===== src/conv_timing_defs.vh =====
// constants for the sinc3 conversion timing block
// assumes inclusion by conv_timing.v only; times are counts of modulator periods
`ifndef CONV_TIMING_DEFS_VH
`define CONV_TIMING_DEFS_VH
// ==========================================
// clocking
// ==========================================
`define SYS_CLK_MHZ 50
`define MOD_DIV 8'd16
`define MOD_CNT_W 20
// ==========================================
// register map (byte addresses)
// ==========================================
`define ADDR_CTRL 4'h0
`define ADDR_RATE 4'h4
`define ADDR_GAIN 4'h8
`define ADDR_STAT 4'hc
`define ADDR_DATA 5'h10
`define CTRL_START_BIT 0
`define CTRL_CONT_BIT 1
`define CTRL_STOP_BIT 2
`define RATE_FILTER_BIT 4
`define GAIN_DELAY_LSB 5
`define CTRL_RESET 32'h0000_0002
`define RATE_RESET 32'h0000_0004
`define GAIN_RESET 32'h0000_0000
// ==========================================
// overheads and delays
// ==========================================
`define SINC3_SETTLE_DROP 2'd2
`define OVERHEAD_PERIODS 20'h0_0041
`define OVERHEAD_FAST_PERIODS 20'h0_0028
`define FAST_RATE_CODE 4'hb
`define START_CMD_EDGE 4'd7
// ==========================================
// data periods per rate code, start delays per delay code
// ==========================================
`define PERIOD_R0 20'h1_9000
`define PERIOD_R1 20'h0_c800
`define PERIOD_R2 20'h0_6400
`define PERIOD_R3 20'h0_3c00
`define PERIOD_R4 20'h0_3200
`define PERIOD_R5 20'h0_1400
`define PERIOD_R6 20'h0_10a8
`define PERIOD_R7 20'h0_0a00
`define PERIOD_R8 20'h0_0500
`define PERIOD_R9 20'h0_0280
`define PERIOD_R10 20'h0_0140
`define PERIOD_R11 20'h0_0100
`define PERIOD_R12 20'h0_0080
`define PERIOD_R13 20'h0_0040
`define DELAY_D0 20'h0_000e
`define DELAY_D1 20'h0_0019
`define DELAY_D2 20'h0_0040
`define DELAY_D3 20'h0_0100
`define DELAY_D4 20'h0_0400
`define DELAY_D5 20'h0_0800
`define DELAY_D6 20'h0_1000
`define DELAY_D7 20'h0_0001
`endif


===== src/conv_timing.v =====
// sinc3 conversion timing and sequencing: start pin, start command, delay, settling
// assumes adc clock pin and start pins arrive asynchronously; registers over axi4-lite
//
// Operation
// RULE1: sinc3 magnitude response set by osr and clock
// RULE2: nulls at every multiple of data rate
// RULE3: 2.5, 5, 10 sps reject 50 and 60
// RULE4: 16.6 and 50 sps reject 50 only
// RULE5: 20 and 60 sps reject 60 only
// RULE6: bandwidth about 0.262 times data rate
// RULE7: all timing scales with adc clock
// RULE8: first two sinc3 results discarded after start
// RULE9: first result takes tabulated modulator periods
// RULE10: continuous results follow one data period apart
// RULE11: programmable delay before first conversion, default 14
// RULE12: modulator period equals sixteen adc clocks
// RULE13: three-bit delay field added to first time
// RULE14: continuous mode delays only before first conversion
// RULE15: compensation overhead before result available
// RULE16: start on pin rise or seventh sclk fall
// RULE17: suppressed results take no overhead, unreadable
// RULE18: same sequence both filters, sinc3 valid third
// RULE19: filter bit cleared selects sinc3
// RULE20: data ready only for settled results
//
// Implementation choices: the AXI4-Lite register port and the address map.
`timescale 1ns/10ps
`include "conv_timing_defs.vh"

module conv_timing (
	input wire clock_i,
	input wire rst_n_i,
	input wire adc_clk_i,
	input wire start_pin_i,
	input wire sclk_i,
	input wire cs_n_i,
	input wire din_i,
	input wire [23:0] sample_i,
	input wire [31:0] s_axi_awaddr,
	input wire s_axi_awvalid,
	output reg s_axi_awready,
	input wire [31:0] s_axi_wdata,
	input wire [3:0] s_axi_wstrb,
	input wire s_axi_wvalid,
	output reg s_axi_wready,
	output reg [1:0] s_axi_bresp,
	output reg s_axi_bvalid,
	input wire s_axi_bready,
	input wire [31:0] s_axi_araddr,
	input wire s_axi_arvalid,
	output reg s_axi_arready,
	output reg [31:0] s_axi_rdata,
	output reg [1:0] s_axi_rresp,
	output reg s_axi_rvalid,
	input wire s_axi_rready,
	output reg data_ready_n_o,
	output reg busy_o
);

// ==========================================
// state codes
// ==========================================
localparam S_IDLE = 4'b0001;
localparam S_DELAY = 4'b0010;
localparam S_SAMPLE = 4'b0100;
localparam S_OVERHD = 4'b1000;

// ==========================================
// input synchronisers
// ==========================================
reg [1:0] aclk_sync_reg;
reg [1:0] start_sync_reg;
reg [1:0] sclk_sync_reg;
reg [1:0] cs_sync_reg;
reg [1:0] din_sync_reg;
reg aclk_last_reg;
reg start_last_reg;
reg sclk_last_reg;

// two flops per pin, then edge history from the second flop only
always @(posedge clock_i) begin
	if (!rst_n_i) begin
		aclk_sync_reg <= 2'b00;
		start_sync_reg <= 2'b00;
		sclk_sync_reg <= 2'b00;
		cs_sync_reg <= 2'b11;
		din_sync_reg <= 2'b00;
		aclk_last_reg <= 1'b0;
		start_last_reg <= 1'b0;
		sclk_last_reg <= 1'b0;
	end else begin
		aclk_sync_reg <= {aclk_sync_reg[0], adc_clk_i};
		start_sync_reg <= {start_sync_reg[0], start_pin_i};
		sclk_sync_reg <= {sclk_sync_reg[0], sclk_i};
		cs_sync_reg <= {cs_sync_reg[0], cs_n_i};
		din_sync_reg <= {din_sync_reg[0], din_i};
		aclk_last_reg <= aclk_sync_reg[1];
		start_last_reg <= start_sync_reg[1];
		sclk_last_reg <= sclk_sync_reg[1];
	end
end

wire aclk_rise = aclk_sync_reg[1] & ~aclk_last_reg;
wire start_rise = start_sync_reg[1] & ~start_last_reg;
wire sclk_fall = ~sclk_sync_reg[1] & sclk_last_reg & ~cs_sync_reg[1];

// ==========================================
// modulator period enable
// ==========================================
reg [7:0] div_reg;
reg mod_tick_reg;

// one pulse every sixteen adc clock rises
always @(posedge clock_i) begin
	if (!rst_n_i) begin
		div_reg <= 8'h00;
		mod_tick_reg <= 1'b0;
	end else begin
		mod_tick_reg <= 1'b0;
		if (aclk_rise) begin
			if (div_reg == `MOD_DIV - 8'd1) begin // RULE12 RULE7
				div_reg <= 8'h00;
				mod_tick_reg <= 1'b1;
			end else begin
				div_reg <= div_reg + 8'd1;
			end
		end
	end
end

// ==========================================
// serial start command
// ==========================================
reg [3:0] bit_cnt_reg;
reg [7:0] cmd_shift_reg;
reg cmd_start_reg;

// command 0x08 detected at the seventh falling edge (bits 7..1 seen)
always @(posedge clock_i) begin
	if (!rst_n_i) begin
		bit_cnt_reg <= 4'h0;
		cmd_shift_reg <= 8'h00;
		cmd_start_reg <= 1'b0;
	end else begin
		cmd_start_reg <= 1'b0;
		if (cs_sync_reg[1]) begin
			bit_cnt_reg <= 4'h0;
		end else if (sclk_fall) begin
			cmd_shift_reg <= {cmd_shift_reg[6:0], din_sync_reg[1]};
			bit_cnt_reg <= (bit_cnt_reg == 4'h7) ? 4'h0 : bit_cnt_reg + 4'h1;
			if (bit_cnt_reg + 4'h1 == `START_CMD_EDGE &&
				{cmd_shift_reg[5:0], din_sync_reg[1]} == 7'h04) begin
				cmd_start_reg <= 1'b1; // RULE16
			end
		end
	end
end

// ==========================================
// registers
// ==========================================
reg [31:0] ctrl_reg;
reg [31:0] rate_reg;
reg [31:0] gain_reg;
reg [23:0] data_reg;
reg new_data_reg;
reg [31:0] rd_data_next;
reg sw_start_reg;
reg sw_stop_reg;

wire sinc3_sel = ~rate_reg[`RATE_FILTER_BIT]; // RULE19
wire cont_mode = ctrl_reg[`CTRL_CONT_BIT];
wire [3:0] rate_code = rate_reg[3:0];
wire [2:0] delay_code = gain_reg[`GAIN_DELAY_LSB+2:`GAIN_DELAY_LSB];

// upper address bits or a misaligned address never reach a register
wire ar_bad = (s_axi_araddr[31:5] != 27'h000_0000) || (s_axi_araddr[1:0] != 2'b00) ||
	(s_axi_araddr[4:0] > `ADDR_DATA);
wire aw_bad = s_axi_awaddr[31:5] != 27'h000_0000;
wire [4:0] rd_index = ar_bad ? 5'h1f : s_axi_araddr[4:0];

// read mux
always @* begin
	case (rd_index)
	{1'b0, `ADDR_CTRL}: rd_data_next = ctrl_reg;
	{1'b0, `ADDR_RATE}: rd_data_next = rate_reg;
	{1'b0, `ADDR_GAIN}: rd_data_next = gain_reg;
	{1'b0, `ADDR_STAT}: rd_data_next = {30'h0000_0000, busy_o, new_data_reg};
	`ADDR_DATA: rd_data_next = {8'h00, data_reg};
	default: rd_data_next = 32'h0000_0000;
	endcase
end

wire aw_hit = s_axi_awvalid & s_axi_wvalid & ~s_axi_bvalid;
wire ar_hit = s_axi_arvalid & ~s_axi_rvalid;
wire data_read = ar_hit && rd_index == `ADDR_DATA;
wire result_done;

// axi4-lite slave: write and address taken together, answer next cycle
always @(posedge clock_i) begin
	if (!rst_n_i) begin
		s_axi_awready <= 1'b0;
		s_axi_wready <= 1'b0;
		s_axi_bvalid <= 1'b0;
		s_axi_bresp <= 2'b00;
		s_axi_arready <= 1'b0;
		s_axi_rvalid <= 1'b0;
		s_axi_rresp <= 2'b00;
		s_axi_rdata <= 32'h0000_0000;
		ctrl_reg <= `CTRL_RESET;
		rate_reg <= `RATE_RESET;
		gain_reg <= `GAIN_RESET;
		sw_start_reg <= 1'b0;
		sw_stop_reg <= 1'b0;
	end else begin
		s_axi_awready <= 1'b0;
		s_axi_wready <= 1'b0;
		s_axi_arready <= 1'b0;
		sw_start_reg <= 1'b0;
		sw_stop_reg <= 1'b0;
		if (s_axi_bvalid && s_axi_bready)
			s_axi_bvalid <= 1'b0;
		if (s_axi_rvalid && s_axi_rready)
			s_axi_rvalid <= 1'b0;
		if (aw_hit && !s_axi_awready) begin
			s_axi_awready <= 1'b1;
			s_axi_wready <= 1'b1;
			s_axi_bvalid <= 1'b1;
			s_axi_bresp <= 2'b00;
			case (aw_bad ? 5'h1f : s_axi_awaddr[4:0])
			{1'b0, `ADDR_CTRL}: begin
				if (s_axi_wstrb[0]) begin
					ctrl_reg[`CTRL_CONT_BIT] <= s_axi_wdata[`CTRL_CONT_BIT];
					sw_start_reg <= s_axi_wdata[`CTRL_START_BIT];
					sw_stop_reg <= s_axi_wdata[`CTRL_STOP_BIT];
				end
			end
			{1'b0, `ADDR_RATE}: if (s_axi_wstrb[0]) rate_reg[7:0] <= {3'b000, s_axi_wdata[4:0]};
			{1'b0, `ADDR_GAIN}: if (s_axi_wstrb[0]) gain_reg[7:0] <= s_axi_wdata[7:0]; // RULE13
			`ADDR_DATA: s_axi_bresp <= 2'b10;
			{1'b0, `ADDR_STAT}: s_axi_bresp <= 2'b10;
			default: s_axi_bresp <= 2'b10;
			endcase
		end
		if (ar_hit && !s_axi_arready) begin
			s_axi_arready <= 1'b1;
			s_axi_rvalid <= 1'b1;
			s_axi_rdata <= rd_data_next;
			s_axi_rresp <= ar_bad ? 2'b10 : 2'b00;
		end
	end
end

// ==========================================
// period tables (modulator periods)
// ==========================================
reg [`MOD_CNT_W-1:0] data_period;
reg [`MOD_CNT_W-1:0] delay_periods;

// steady data period per rate; sinc3 first time is delay plus 3 periods plus overhead
always @* begin
	case (rate_code) // RULE2 RULE3 RULE4 RULE5 RULE6
	4'h0: data_period = `PERIOD_R0;
	4'h1: data_period = `PERIOD_R1;
	4'h2: data_period = `PERIOD_R2;
	4'h3: data_period = `PERIOD_R3;
	4'h4: data_period = `PERIOD_R4;
	4'h5: data_period = `PERIOD_R5;
	4'h6: data_period = `PERIOD_R6;
	4'h7: data_period = `PERIOD_R7;
	4'h8: data_period = `PERIOD_R8;
	4'h9: data_period = `PERIOD_R9;
	4'ha: data_period = `PERIOD_R10;
	4'hb: data_period = `PERIOD_R11;
	4'hc: data_period = `PERIOD_R12;
	default: data_period = `PERIOD_R13;
	endcase
end

// start delay choices, default code 0 gives 14 periods
always @* begin
	case (delay_code) // RULE11 RULE13
	3'd0: delay_periods = `DELAY_D0;
	3'd1: delay_periods = `DELAY_D1;
	3'd2: delay_periods = `DELAY_D2;
	3'd3: delay_periods = `DELAY_D3;
	3'd4: delay_periods = `DELAY_D4;
	3'd5: delay_periods = `DELAY_D5;
	3'd6: delay_periods = `DELAY_D6;
	default: delay_periods = `DELAY_D7;
	endcase
end

// compensation overhead is shorter at the fastest rates
wire [`MOD_CNT_W-1:0] overhead_periods = (rate_code >= `FAST_RATE_CODE) ?
	`OVERHEAD_FAST_PERIODS : `OVERHEAD_PERIODS; // RULE15 RULE9

// ==========================================
// conversion sequencer
// ==========================================
reg [3:0] state_reg;
reg [`MOD_CNT_W-1:0] cnt_reg;
reg [1:0] drop_reg;

wire start_req = start_rise | cmd_start_reg | sw_start_reg; // RULE16
wire last_tick = mod_tick_reg && cnt_reg == 20'd1;
// sinc3 still settling: this sample is suppressed
wire settling = sinc3_sel && drop_reg != 2'd0;
assign result_done = (state_reg == S_OVERHD) && last_tick;

// delay, then sample data periods; overhead only for results that are kept
always @(posedge clock_i) begin
	if (!rst_n_i) begin
		state_reg <= S_IDLE;
		cnt_reg <= 20'd0;
		drop_reg <= 2'd0;
		busy_o <= 1'b0;
	end else begin
		case (state_reg)
		S_IDLE: begin
			if (start_req) begin
				state_reg <= S_DELAY;
				cnt_reg <= delay_periods;
				drop_reg <= `SINC3_SETTLE_DROP; // RULE8 RULE18
				busy_o <= 1'b1;
			end
		end
		S_DELAY: begin
			if (sw_stop_reg) begin
				state_reg <= S_IDLE;
				busy_o <= 1'b0;
			end else if (last_tick) begin
				state_reg <= S_SAMPLE;
				cnt_reg <= data_period; // RULE9 RULE1
			end else if (mod_tick_reg)
				cnt_reg <= cnt_reg - 20'd1;
		end
		S_SAMPLE: begin
			if (sw_stop_reg) begin
				state_reg <= S_IDLE;
				busy_o <= 1'b0;
			end else if (last_tick) begin
				if (settling) begin
					drop_reg <= drop_reg - 2'd1; // RULE17 no overhead
					cnt_reg <= data_period;
				end else begin
					state_reg <= S_OVERHD; // RULE15
					cnt_reg <= overhead_periods;
				end
			end else if (mod_tick_reg)
				cnt_reg <= cnt_reg - 20'd1;
		end
		S_OVERHD: begin
			if (last_tick) begin
				if (cont_mode && !sw_stop_reg) begin
					// next result one data period later, no delay again
					state_reg <= S_SAMPLE; // RULE14 RULE10
					cnt_reg <= data_period - overhead_periods;
				end else begin
					state_reg <= S_IDLE;
					busy_o <= 1'b0;
				end
			end else if (mod_tick_reg)
				cnt_reg <= cnt_reg - 20'd1;
		end
		default: begin
			state_reg <= S_IDLE;
			busy_o <= 1'b0;
		end
		endcase
	end
end

// ==========================================
// result and data ready
// ==========================================
// only settled results latch and flag; set wins over a data read clear
always @(posedge clock_i) begin
	if (!rst_n_i) begin
		data_reg <= 24'h00_0000;
		new_data_reg <= 1'b0;
		data_ready_n_o <= 1'b1;
	end else begin
		if (result_done) begin
			data_reg <= sample_i;
			new_data_reg <= 1'b1; // RULE20
			data_ready_n_o <= 1'b0;
		end else if (data_read) begin
			new_data_reg <= 1'b0;
			data_ready_n_o <= 1'b1;
		end
	end
end

endmodule // conv_timing


===== config.mk =====
export PLATFORM = sky130hd
export DESIGN_NAME = conv_timing
export DESIGN_NICKNAME = d
export VERILOG_FILES = /design/src/conv_timing.v
export VERILOG_INCLUDE_DIRS = /design/src
export SDC_FILE = /design/constraint.sdc
export NUM_CORES = 1
export LEC_CHECK = 0
export ABC_AREA = 1
export BUFFER_PORTS_ARGS = -buffer_cell sky130_fd_sc_hd__buf_2
export CAP_MARGIN = 20
export CORE_MARGIN = 5
export CORE_UTILIZATION = 35
export CTS_BUF_LIST = sky130_fd_sc_hd__clkbuf_8
export DETAILED_ROUTE_END_ITERATION = 16
export PLACE_DENSITY = 0.56
export SLEW_MARGIN = 20
export SYNTH_ARGS = -nofsm -noshare
export SYNTH_HDL_FRONTEND = slang
export SYNTH_SLANG_ARGS = --single-unit

===== constraint.sdc =====
create_clock -name clock_i -period 2 [get_ports clock_i]
set_input_delay 0.1 -clock clock_i [delete_from_list [all_inputs] [get_ports clock_i]]
set_output_delay 0.1 -clock clock_i [all_outputs]
set_load 0.005 [all_outputs]

==> key figures, run 1 <==
Detailed routing
  – Antenna viol nets, final: 0
  – Via density per instance: between 4 and 5
  – Final routed wire length divided by cell count: between 10 and 15 um
  – Drt total wl: around 22 mm
  – DRC Markers: 0
  – Detailed router's first-iteration violation count: around 350
  – First-pass DRT Iterations: 5
  – Vias after detailed routing: 7769

Critical path
  – Worst Path Class, Setup: reg -> reg
  – Biggest cell delay along the critical path: about 0.32 ns
  – Critical Path Source: rate_reg[1]
  – Worst Setup Start Kind: flip-flop
  – Crit path DAT: between 2 and 2.5 ns
  – Library cell contributing the largest single delay on the critical path: sky130_fd_sc_hd__dfxtp_2
  – Type of destination of the critical path: flip-flop
  – CP Cell Sequence: nand2_1 > nand2_1 > nand2_2 > inv_4 > ha_2 > inv_1 > nand2_2 > nand2_2 > nand2_4 > a21oi_4 > buf_6 > a21oi_1 > o21ai_1 > nand3_1 > nand2_1 > a21oi_2
  – Crit-path max FO: 5
  – Reg2Reg Launch Point: rate_reg[1]
  – Data required time of the worst path: between 2 and 2.5 ns

Floorplan
  – Horizontal die dimension: between 150 and 200 um
  – Die Outline Area: between 20000 and 25000 um2
  – Row cnt: 53
  – Effective utilization at floorplan: between 30% and 40%
  – Number of top-level design ports: 179
  – Die Y: about 160 um
  – Core footprint: approximately 21000 um2

Finish
  – Share of post-route cells with drive strength above 1: between 20% and 30%
  – Share of the core filled with cells: around half
  – Final layout net count: between 1500 and 2000
  – Signed area change from the synthesized netlist to the final layout: 35.8%
  – Final instance area: ~10000 um2
  – Antenna cell count: 0

STA
  – Minimum hold slack: 0.0535 ns
  – Fmax: roughly 520 MHz
  – Hold violation count in the final report: 0
  – Slack of the critical path: ~0.094 ns
  – Setup repair after global routing missed its margin: yes
  – Clock skew: between 0.015 and 0.02 ns
  – Max Slew Vio Count: 0
  – Number of endpoints failing setup at the final stage: 0
  – Period utilization: 95.3%
  – Minimum clock period after layout: about 1.9 ns
  – Total negative setup slack: 0 ns

Synthesis
  – Number of library cell types mapped by synthesis: between 50 and 60
  – Simple logic cell fraction of the synthesized area: between 30% and 40%
  – Synthesized instance count: approximately 1100
  – Part of the Yosys area used for sequential elements: 38.4%
  – Count of synthesis-stage warnings from yosys: 0
  – Adder-Cell Fraction of Synth Area: between 3 and 4%
  – Complex-gate fraction of the synthesized area: between 15 and 20%
  – Main combinational cell family by area after synthesis: simple AND/OR/NAND/NOR gates
  – Post-synthesis area per instance: 6.72 um2
  – Fraction of synthesized cell area in xor and xnor cells: under 10%
  – Total of flip-flops plus latches after synthesis: 144
  – Mux contribution to synthesized area: 0.133%
  – Netlist Area Pre-Place: around 7500 um2

Run
  – Max capacitance violation total: 0

Placement
  – Detailed placement HPWL: about 16 mm
  – RD Place Congestion: roughly 0.87
  – Dpl ws: -0.0449 ns
  – Number of port buffers: 141
  – Total placed instance area: between 8000 and 9000 um2

Global routing
  – Total Routing Usage GR: about 18%
  – Maximum number of pins on one net before global-route repair: slightly above 50
  – First-pass GRT wire length: about 36 mm
  – Total gr overflow: 0
  – Number of global-route vias before repair: 7470
  – Antenna violations before repair: 0

Power
  – Worst supply voltage drop on vdd: between 0.4 and 0.5 mV
  – Switching power as a share of total power: a little over a third
  – Power dissipated by switching net loads: 3.04 mW
  – Cell-internal power: roughly 5.4 mW
  – Part of the power in combinational logic: between 30% and 40%
  – Share of total power in sequential cells: 39.3%
  – Clk network pwr share: 29.9%
  – Leakage power summed over all cells: 4.72 nW
  – Power Density: slightly above 800 nW/um2

CTS
  – Clock Path Buffers: 2
  – H-tree level count: 4
  – Number of CTS-inserted buffers: 17
  – Clock-pin slew on the worst setup and hold paths: ~0.090 ns
  – TritonCTS clock tree: yes
  – Clock latency of the later-clocked register in the worst-skew pair: 0.46 ns
  – Root cell of the clock tree: sky130_fd_sc_hd__clkbuf_8
  – Total number of clock tree sinks: ~140

Worst hold path
  – Hold Startpoint: s_axi_awaddr[4]
  – Hold/Removal Path Class: in -> reg

Run status
  – Outcome: complete, no violations
## cell usage in the layout, fill, tap and decap left out, types with 9 or more instances in the layout
master | synthesis | routed
sky130_fd_sc_hd__o21ai_0 | 93 | 86
sky130_fd_sc_hd__a21oi_2 | 2 | 9
sky130_fd_sc_hd__nor3_1 | 17 | 17
sky130_fd_sc_hd__inv_2 | 5 | 10
sky130_fd_sc_hd__ha_1 | 17 | 9
sky130_fd_sc_hd__nand2_2 | 0 | 12
sky130_fd_sc_hd__clkbuf_8 | 0 | 18
sky130_fd_sc_hd__nor2_4 | 5 | 11
sky130_fd_sc_hd__nand3_1 | 62 | 58
sky130_fd_sc_hd__o211ai_1 | 10 | 10
sky130_fd_sc_hd__inv_1 | 109 | 101
sky130_fd_sc_hd__nor2_1 | 180 | 165
sky130_fd_sc_hd__a21oi_1 | 79 | 71
sky130_fd_sc_hd__nand4_1 | 18 | 18
sky130_fd_sc_hd__xor2_1 | 10 | 10
sky130_fd_sc_hd__nor2_2 | 7 | 16
sky130_fd_sc_hd__conb_1 | 1 | 10
sky130_fd_sc_hd__nand2_1 | 261 | 247
sky130_fd_sc_hd__buf_4 | 11 | 68
sky130_fd_sc_hd__dlygate4sd3_1 | 0 | 43
sky130_fd_sc_hd__dfxtp_1 | 144 | 140
sky130_fd_sc_hd__buf_2 | 6 | 141
sky130_fd_sc_hd__o21ai_1 | 7 | 9
## layout make-up
cell class	count	area (um2)
fill	2174	10900
multi-input combinational	823	4270
sequential	144	2890
timing repair buffer	263	1810
inverter	117	447
tap	275	344
clock buffer	18	248
clock inverter	14	181
## timing repair
item | 4_1_cts | 5_1_grt
hold buffers | 43 | 0
setup endpoints to repair | 6 | 36
buffers inserted | 0 | 10
endpoints found under the hold margin | 47 | 0
resized for setup | 4 | 94
pin swaps | 0 | 30
## worst max-delay path: cells and delay by family, from the launching register on
| family | cells | cell delay [ns] |
|---|---|---|
| adders and majority gates | 1 | 0.17 |
| and+or+nand+nor | 8 | 0.67 |
| AOI/OAI and AO/OA | 4 | 0.41 |
| buffers and inverters | 3 | 0.26 |
| DFF | 1 | 0.32 |
## routing by layer
layer | part of all wire [%] | global-route usage (%)
met1 | 47 | 24.3
met2 | 47 | 29.1
met3 | 4.0 | 3.51
met4 | 1.6 | 4.96
met5 | 0 | 0
## path summary, 6_finish.rpt
kind	to	slack, ns	depth (start not counted)
worst min register to register	din_sync_reg[1]	0.41	2
worst max register to register	cnt_reg[16]	0.09	16
worst max-delay path	cnt_reg[16]	0.09	16
worst min-delay path	s_axi_bresp[1]	0.05	5
## power by group through the flow
stage,Combinational [mW],Clock [mW],Sequential [mW]
floorplan,1.72,0,3.32
global placement,2.45,0,3.35
detailed placement,2.46,0,3.35
CTS,2.53,2.59,3.29
global route,2.92,2.72,3.33
finish,2.59,2.51,3.30
## synth_stat cells (all sizes together)
library cell / count / share of area (%)
o211ai: 11 / 1.2
ha: 17 / 2.8
nand3b: 2 / 0.20
a21o: 1 / 0.10
o21bai: 3 / 0.30
a211oi: 3 / 0.30
and3: 1 / 0.083
dfxtp: 144 / 38
conb: 1 / 0.050
nor2: 192 / 10
buf: 21 / 2.1
and2: 2 / 0.17
a22oi: 1 / 0.10
a31oi: 2 / 0.17
nand4: 19 / 1.8
or2: 3 / 0.25
o31ai: 1 / 0.10
o21ai: 102 / 6.9
nor3: 19 / 1.5
nand3: 64 / 4.5
nor4: 7 / 0.67
xor2: 10 / 1.2
fa: 1 / 0.27
o2111ai: 1 / 0.12
clkinv: 3 / 0.15
nand2: 262 / 13
o21a: 1 / 0.10
xnor2: 2 / 0.23
o22ai: 2 / 0.17
nor3b: 2 / 0.20
mux2i: 1 / 0.13
a21oi: 81 / 5.5
inv: 114 / 5.7
clkbuf: 22 / 1.1
## cells by family (layout without fill, tap and decap cells)
group / count (synthesis) / after routing
flops: 144 / 144
xor+xnor: 12 / 12
other cells: 1 / 10
mux: 1 / 1
buf+inv: 160 / 412
simple gates: 573 / 573
fa+ha+maj: 18 / 18
compound gates: 209 / 209
## through the flow
stage	std cells	power, mW
2_1_floorplan	1127	5.03
3_3_place_gp	1569	5.81
3_5_place_dp	1569	5.81
4_1_cts	1644	8.41
5_1_grt	1654	8.97
6_report	1654	8.39
No activity file was read; power rests on OpenSTA's default activity.
==> run 2: changes to the inputs <==
Settings changed: RECOVER_POWER set to 100.
==> run 2 against run 1 <==
Effect of this change: clock skew rose by 0.00067 ns; sequential share of layout area rose by 0.10 points; power barely moved; final cell count did not move; via count rose by 0.26%; count of clock-buffer cells in the layout did not move; critical path type unchanged.
==> key figures, run 2 (same netlist as run 1, synthesis figures left out) <==
CTS
  – Total number of clock tree sinks: 144 (unchanged)
  – Root cell of the clock tree: sky130_fd_sc_hd__clkbuf_8
  – H-tree level count: 4 (unchanged)
  – Clock Path Buffers: 2 (unchanged)
  – Number of CTS-inserted buffers: 17 (unchanged)
  – Clock latency of the later-clocked register in the worst-skew pair: 0.46 ns (about the same)
  – TritonCTS clock tree: yes
  – Clock-pin slew on the worst setup and hold paths: 0.10 ns (about the same)

STA
  – Hold violation count in the final report: 0 (unchanged)
  – Number of endpoints failing setup at the final stage: 0 (unchanged)
  – Max Slew Vio Count: 0 (unchanged)
  – Fmax: 520 MHz (-0.82%)
  – Period utilization: 96.1% (+0.79 points)
  – Minimum clock period after layout: 1.92 ns (+0.0157 ns)
  – Slack of the critical path: 0.0783 ns (-0.0157 ns)
  – Setup repair after global routing missed its margin: yes
  – Clock skew: 0.0175 ns (+0.000672 ns)
  – Minimum hold slack: 0.0516 ns (-0.00194 ns)

Detailed routing
  – Final routed wire length divided by cell count: 13.3 um (about the same)
  – Drt total wl: 22.0 mm (about the same)
  – DRC Markers: 0 (unchanged)
  – Via density per instance: 4.71 (+0.26%)
  – First-pass DRT Iterations: 5 (unchanged)
  – Vias after detailed routing: 7789 (+0.26%)
  – Antenna viol nets, final: 0 (unchanged)
  – Detailed router's first-iteration violation count: 350 (-0.85%)

Run
  – Max capacitance violation total: 0 (unchanged)

Floorplan
  – Effective utilization at floorplan: 35.6% (unchanged)
  – Number of top-level design ports: 179 (unchanged)
  – Core footprint: 21100 um2 (unchanged)
  – Horizontal die dimension: 156 um (unchanged)
  – Die Outline Area: 24500 um2 (unchanged)
  – Die Y: 156 um (unchanged)
  – Row cnt: 53 (unchanged)

Global routing
  – Total gr overflow: 0 (unchanged)
  – Antenna violations before repair: 0 (unchanged)
  – Number of global-route vias before repair: 7470 (unchanged)
  – Maximum number of pins on one net before global-route repair: 51 (unchanged)
  – First-pass GRT wire length: 35.9 mm (unchanged)
  – Total Routing Usage GR: 17.9% (unchanged)

Power
  – Leakage power summed over all cells: 4.60 nW (-2.5%)
  – Worst supply voltage drop on vdd: 0.413 mV (+0.24%)
  – Total design power: 8.39 mW (about the same)
  – Power Density: 827 nW/um2 (+0.48%)

Finish
  – Final layout net count: 1520 (unchanged)
  – Highest-count cells in the layout ignoring fill and taps: 247 x sky130_fd_sc_hd__nand2_1, 167 x sky130_fd_sc_hd__nor2_1, 142 x sky130_fd_sc_hd__dfxtp_1
  – Signed area change from the synthesized netlist to the final layout: 35.1%
  – Antenna cell count: 0 (unchanged)
  – Share of post-route cells with drive strength above 1: 23.0% (-2.4 points)
  – Most common library cell in the layout ignoring fill and taps: sky130_fd_sc_hd__nand2_1

Critical path
  – Type of destination of the critical path: flip-flop
  – Crit path DAT: 2.28 ns (+0.02 ns)
  – Worst Setup Start Kind: flip-flop
  – Register-to-register setup slack: 0.08 ns (-0.02 ns)
  – Data required time of the worst path: 2.35 ns (about the same)
  – Crit-path max FO: 5 (unchanged)
  – Worst Path Class, Setup: reg -> reg

Run status
  – Outcome: complete, no violations

Worst hold path
  – Hold/Removal Path Class: in -> reg

Placement
  – RD Place Congestion: 0.874 (unchanged)
  – Detailed placement HPWL: 16.3 mm (unchanged)
  – Number of port buffers: 141 (unchanged)
  – Dpl ws: -0.0449 ns (unchanged)
run 2: layout make-up:
cell class,count,area [um2]
clock buffers,18,248
clock inverters,14,181
well taps,275,344
fillers,2194,10900
inverters,117,447
repair buffers,263,1770
flip-flops and latches,144,2890
multi-input cells,823,4270
run 2: final timing paths:
kind	start	end	cells past startpoint
max reg2reg	rate_reg[1]	cnt_reg[16]	16
min	s_axi_awaddr[4]	s_axi_bresp[1]	5
min reg2reg	din_sync_reg[0]	din_sync_reg[1]	2
max	rate_reg[1]	cnt_reg[16]	16
run 2: power breakdown:
part | switching [mW] | internal (mW) | total (mW)
logic | 1.55 | 1.03 | 2.58
registers | 0.194 | 3.10 | 3.30
clock network | 1.30 | 1.21 | 2.51
run 2: repair_timing:
| item | in CTS | in global routing |
|---|---|---|
| endpoints found under the hold margin | 47 | 0 |
| endpoints found under the setup margin | 6 | 36 |
| pin swaps | 0 | 30 |
| hold buffers | 43 | 0 |
| resized for setup | 4 | 94 |
| setup buffers | 0 | 10 |
run 2: per-stage QoR:
step	instances	instance area [um2]	setup TNS [ns]	utilization (%)
after floorplan	1127	7540	0	-
after global placement	1569	8940	-0.0185	42.4
after detailed placement	1569	8940	-0.124	42.4
after CTS	1644	9810	0	46.5
after global routing	1654	10100	-0.296	48.1
final	1654	10100	0	48.1
run 2: routing by layer:
layer	GRT usage, %	up-vias	wire length [um]
met2	29.1	180	10400
met4	4.96	0	332
met1	24.3	3488	10400
li1	-	4101	-
met3	3.51	20	903
met5	0	-	0
run 2: critical path, stage by stage, from the launching register on:
cell and delay, ns:
sky130_fd_sc_hd__dfxtp_2 0.32, sky130_fd_sc_hd__nand2_1 0.06, sky130_fd_sc_hd__nand2_1 0.06, sky130_fd_sc_hd__nand2_2 0.13
sky130_fd_sc_hd__inv_4 0.08, sky130_fd_sc_hd__ha_2 0.17, sky130_fd_sc_hd__inv_1 0.06, sky130_fd_sc_hd__nand2_2 0.06
sky130_fd_sc_hd__nand2_2 0.08, sky130_fd_sc_hd__nand2_4 0.06, sky130_fd_sc_hd__a21oi_4 0.18, sky130_fd_sc_hd__buf_6 0.12
sky130_fd_sc_hd__a21oi_1 0.05, sky130_fd_sc_hd__o21ai_1 0.13, sky130_fd_sc_hd__nand3_1 0.13, sky130_fd_sc_hd__nand2_1 0.10
sky130_fd_sc_hd__a21oi_2 0.05
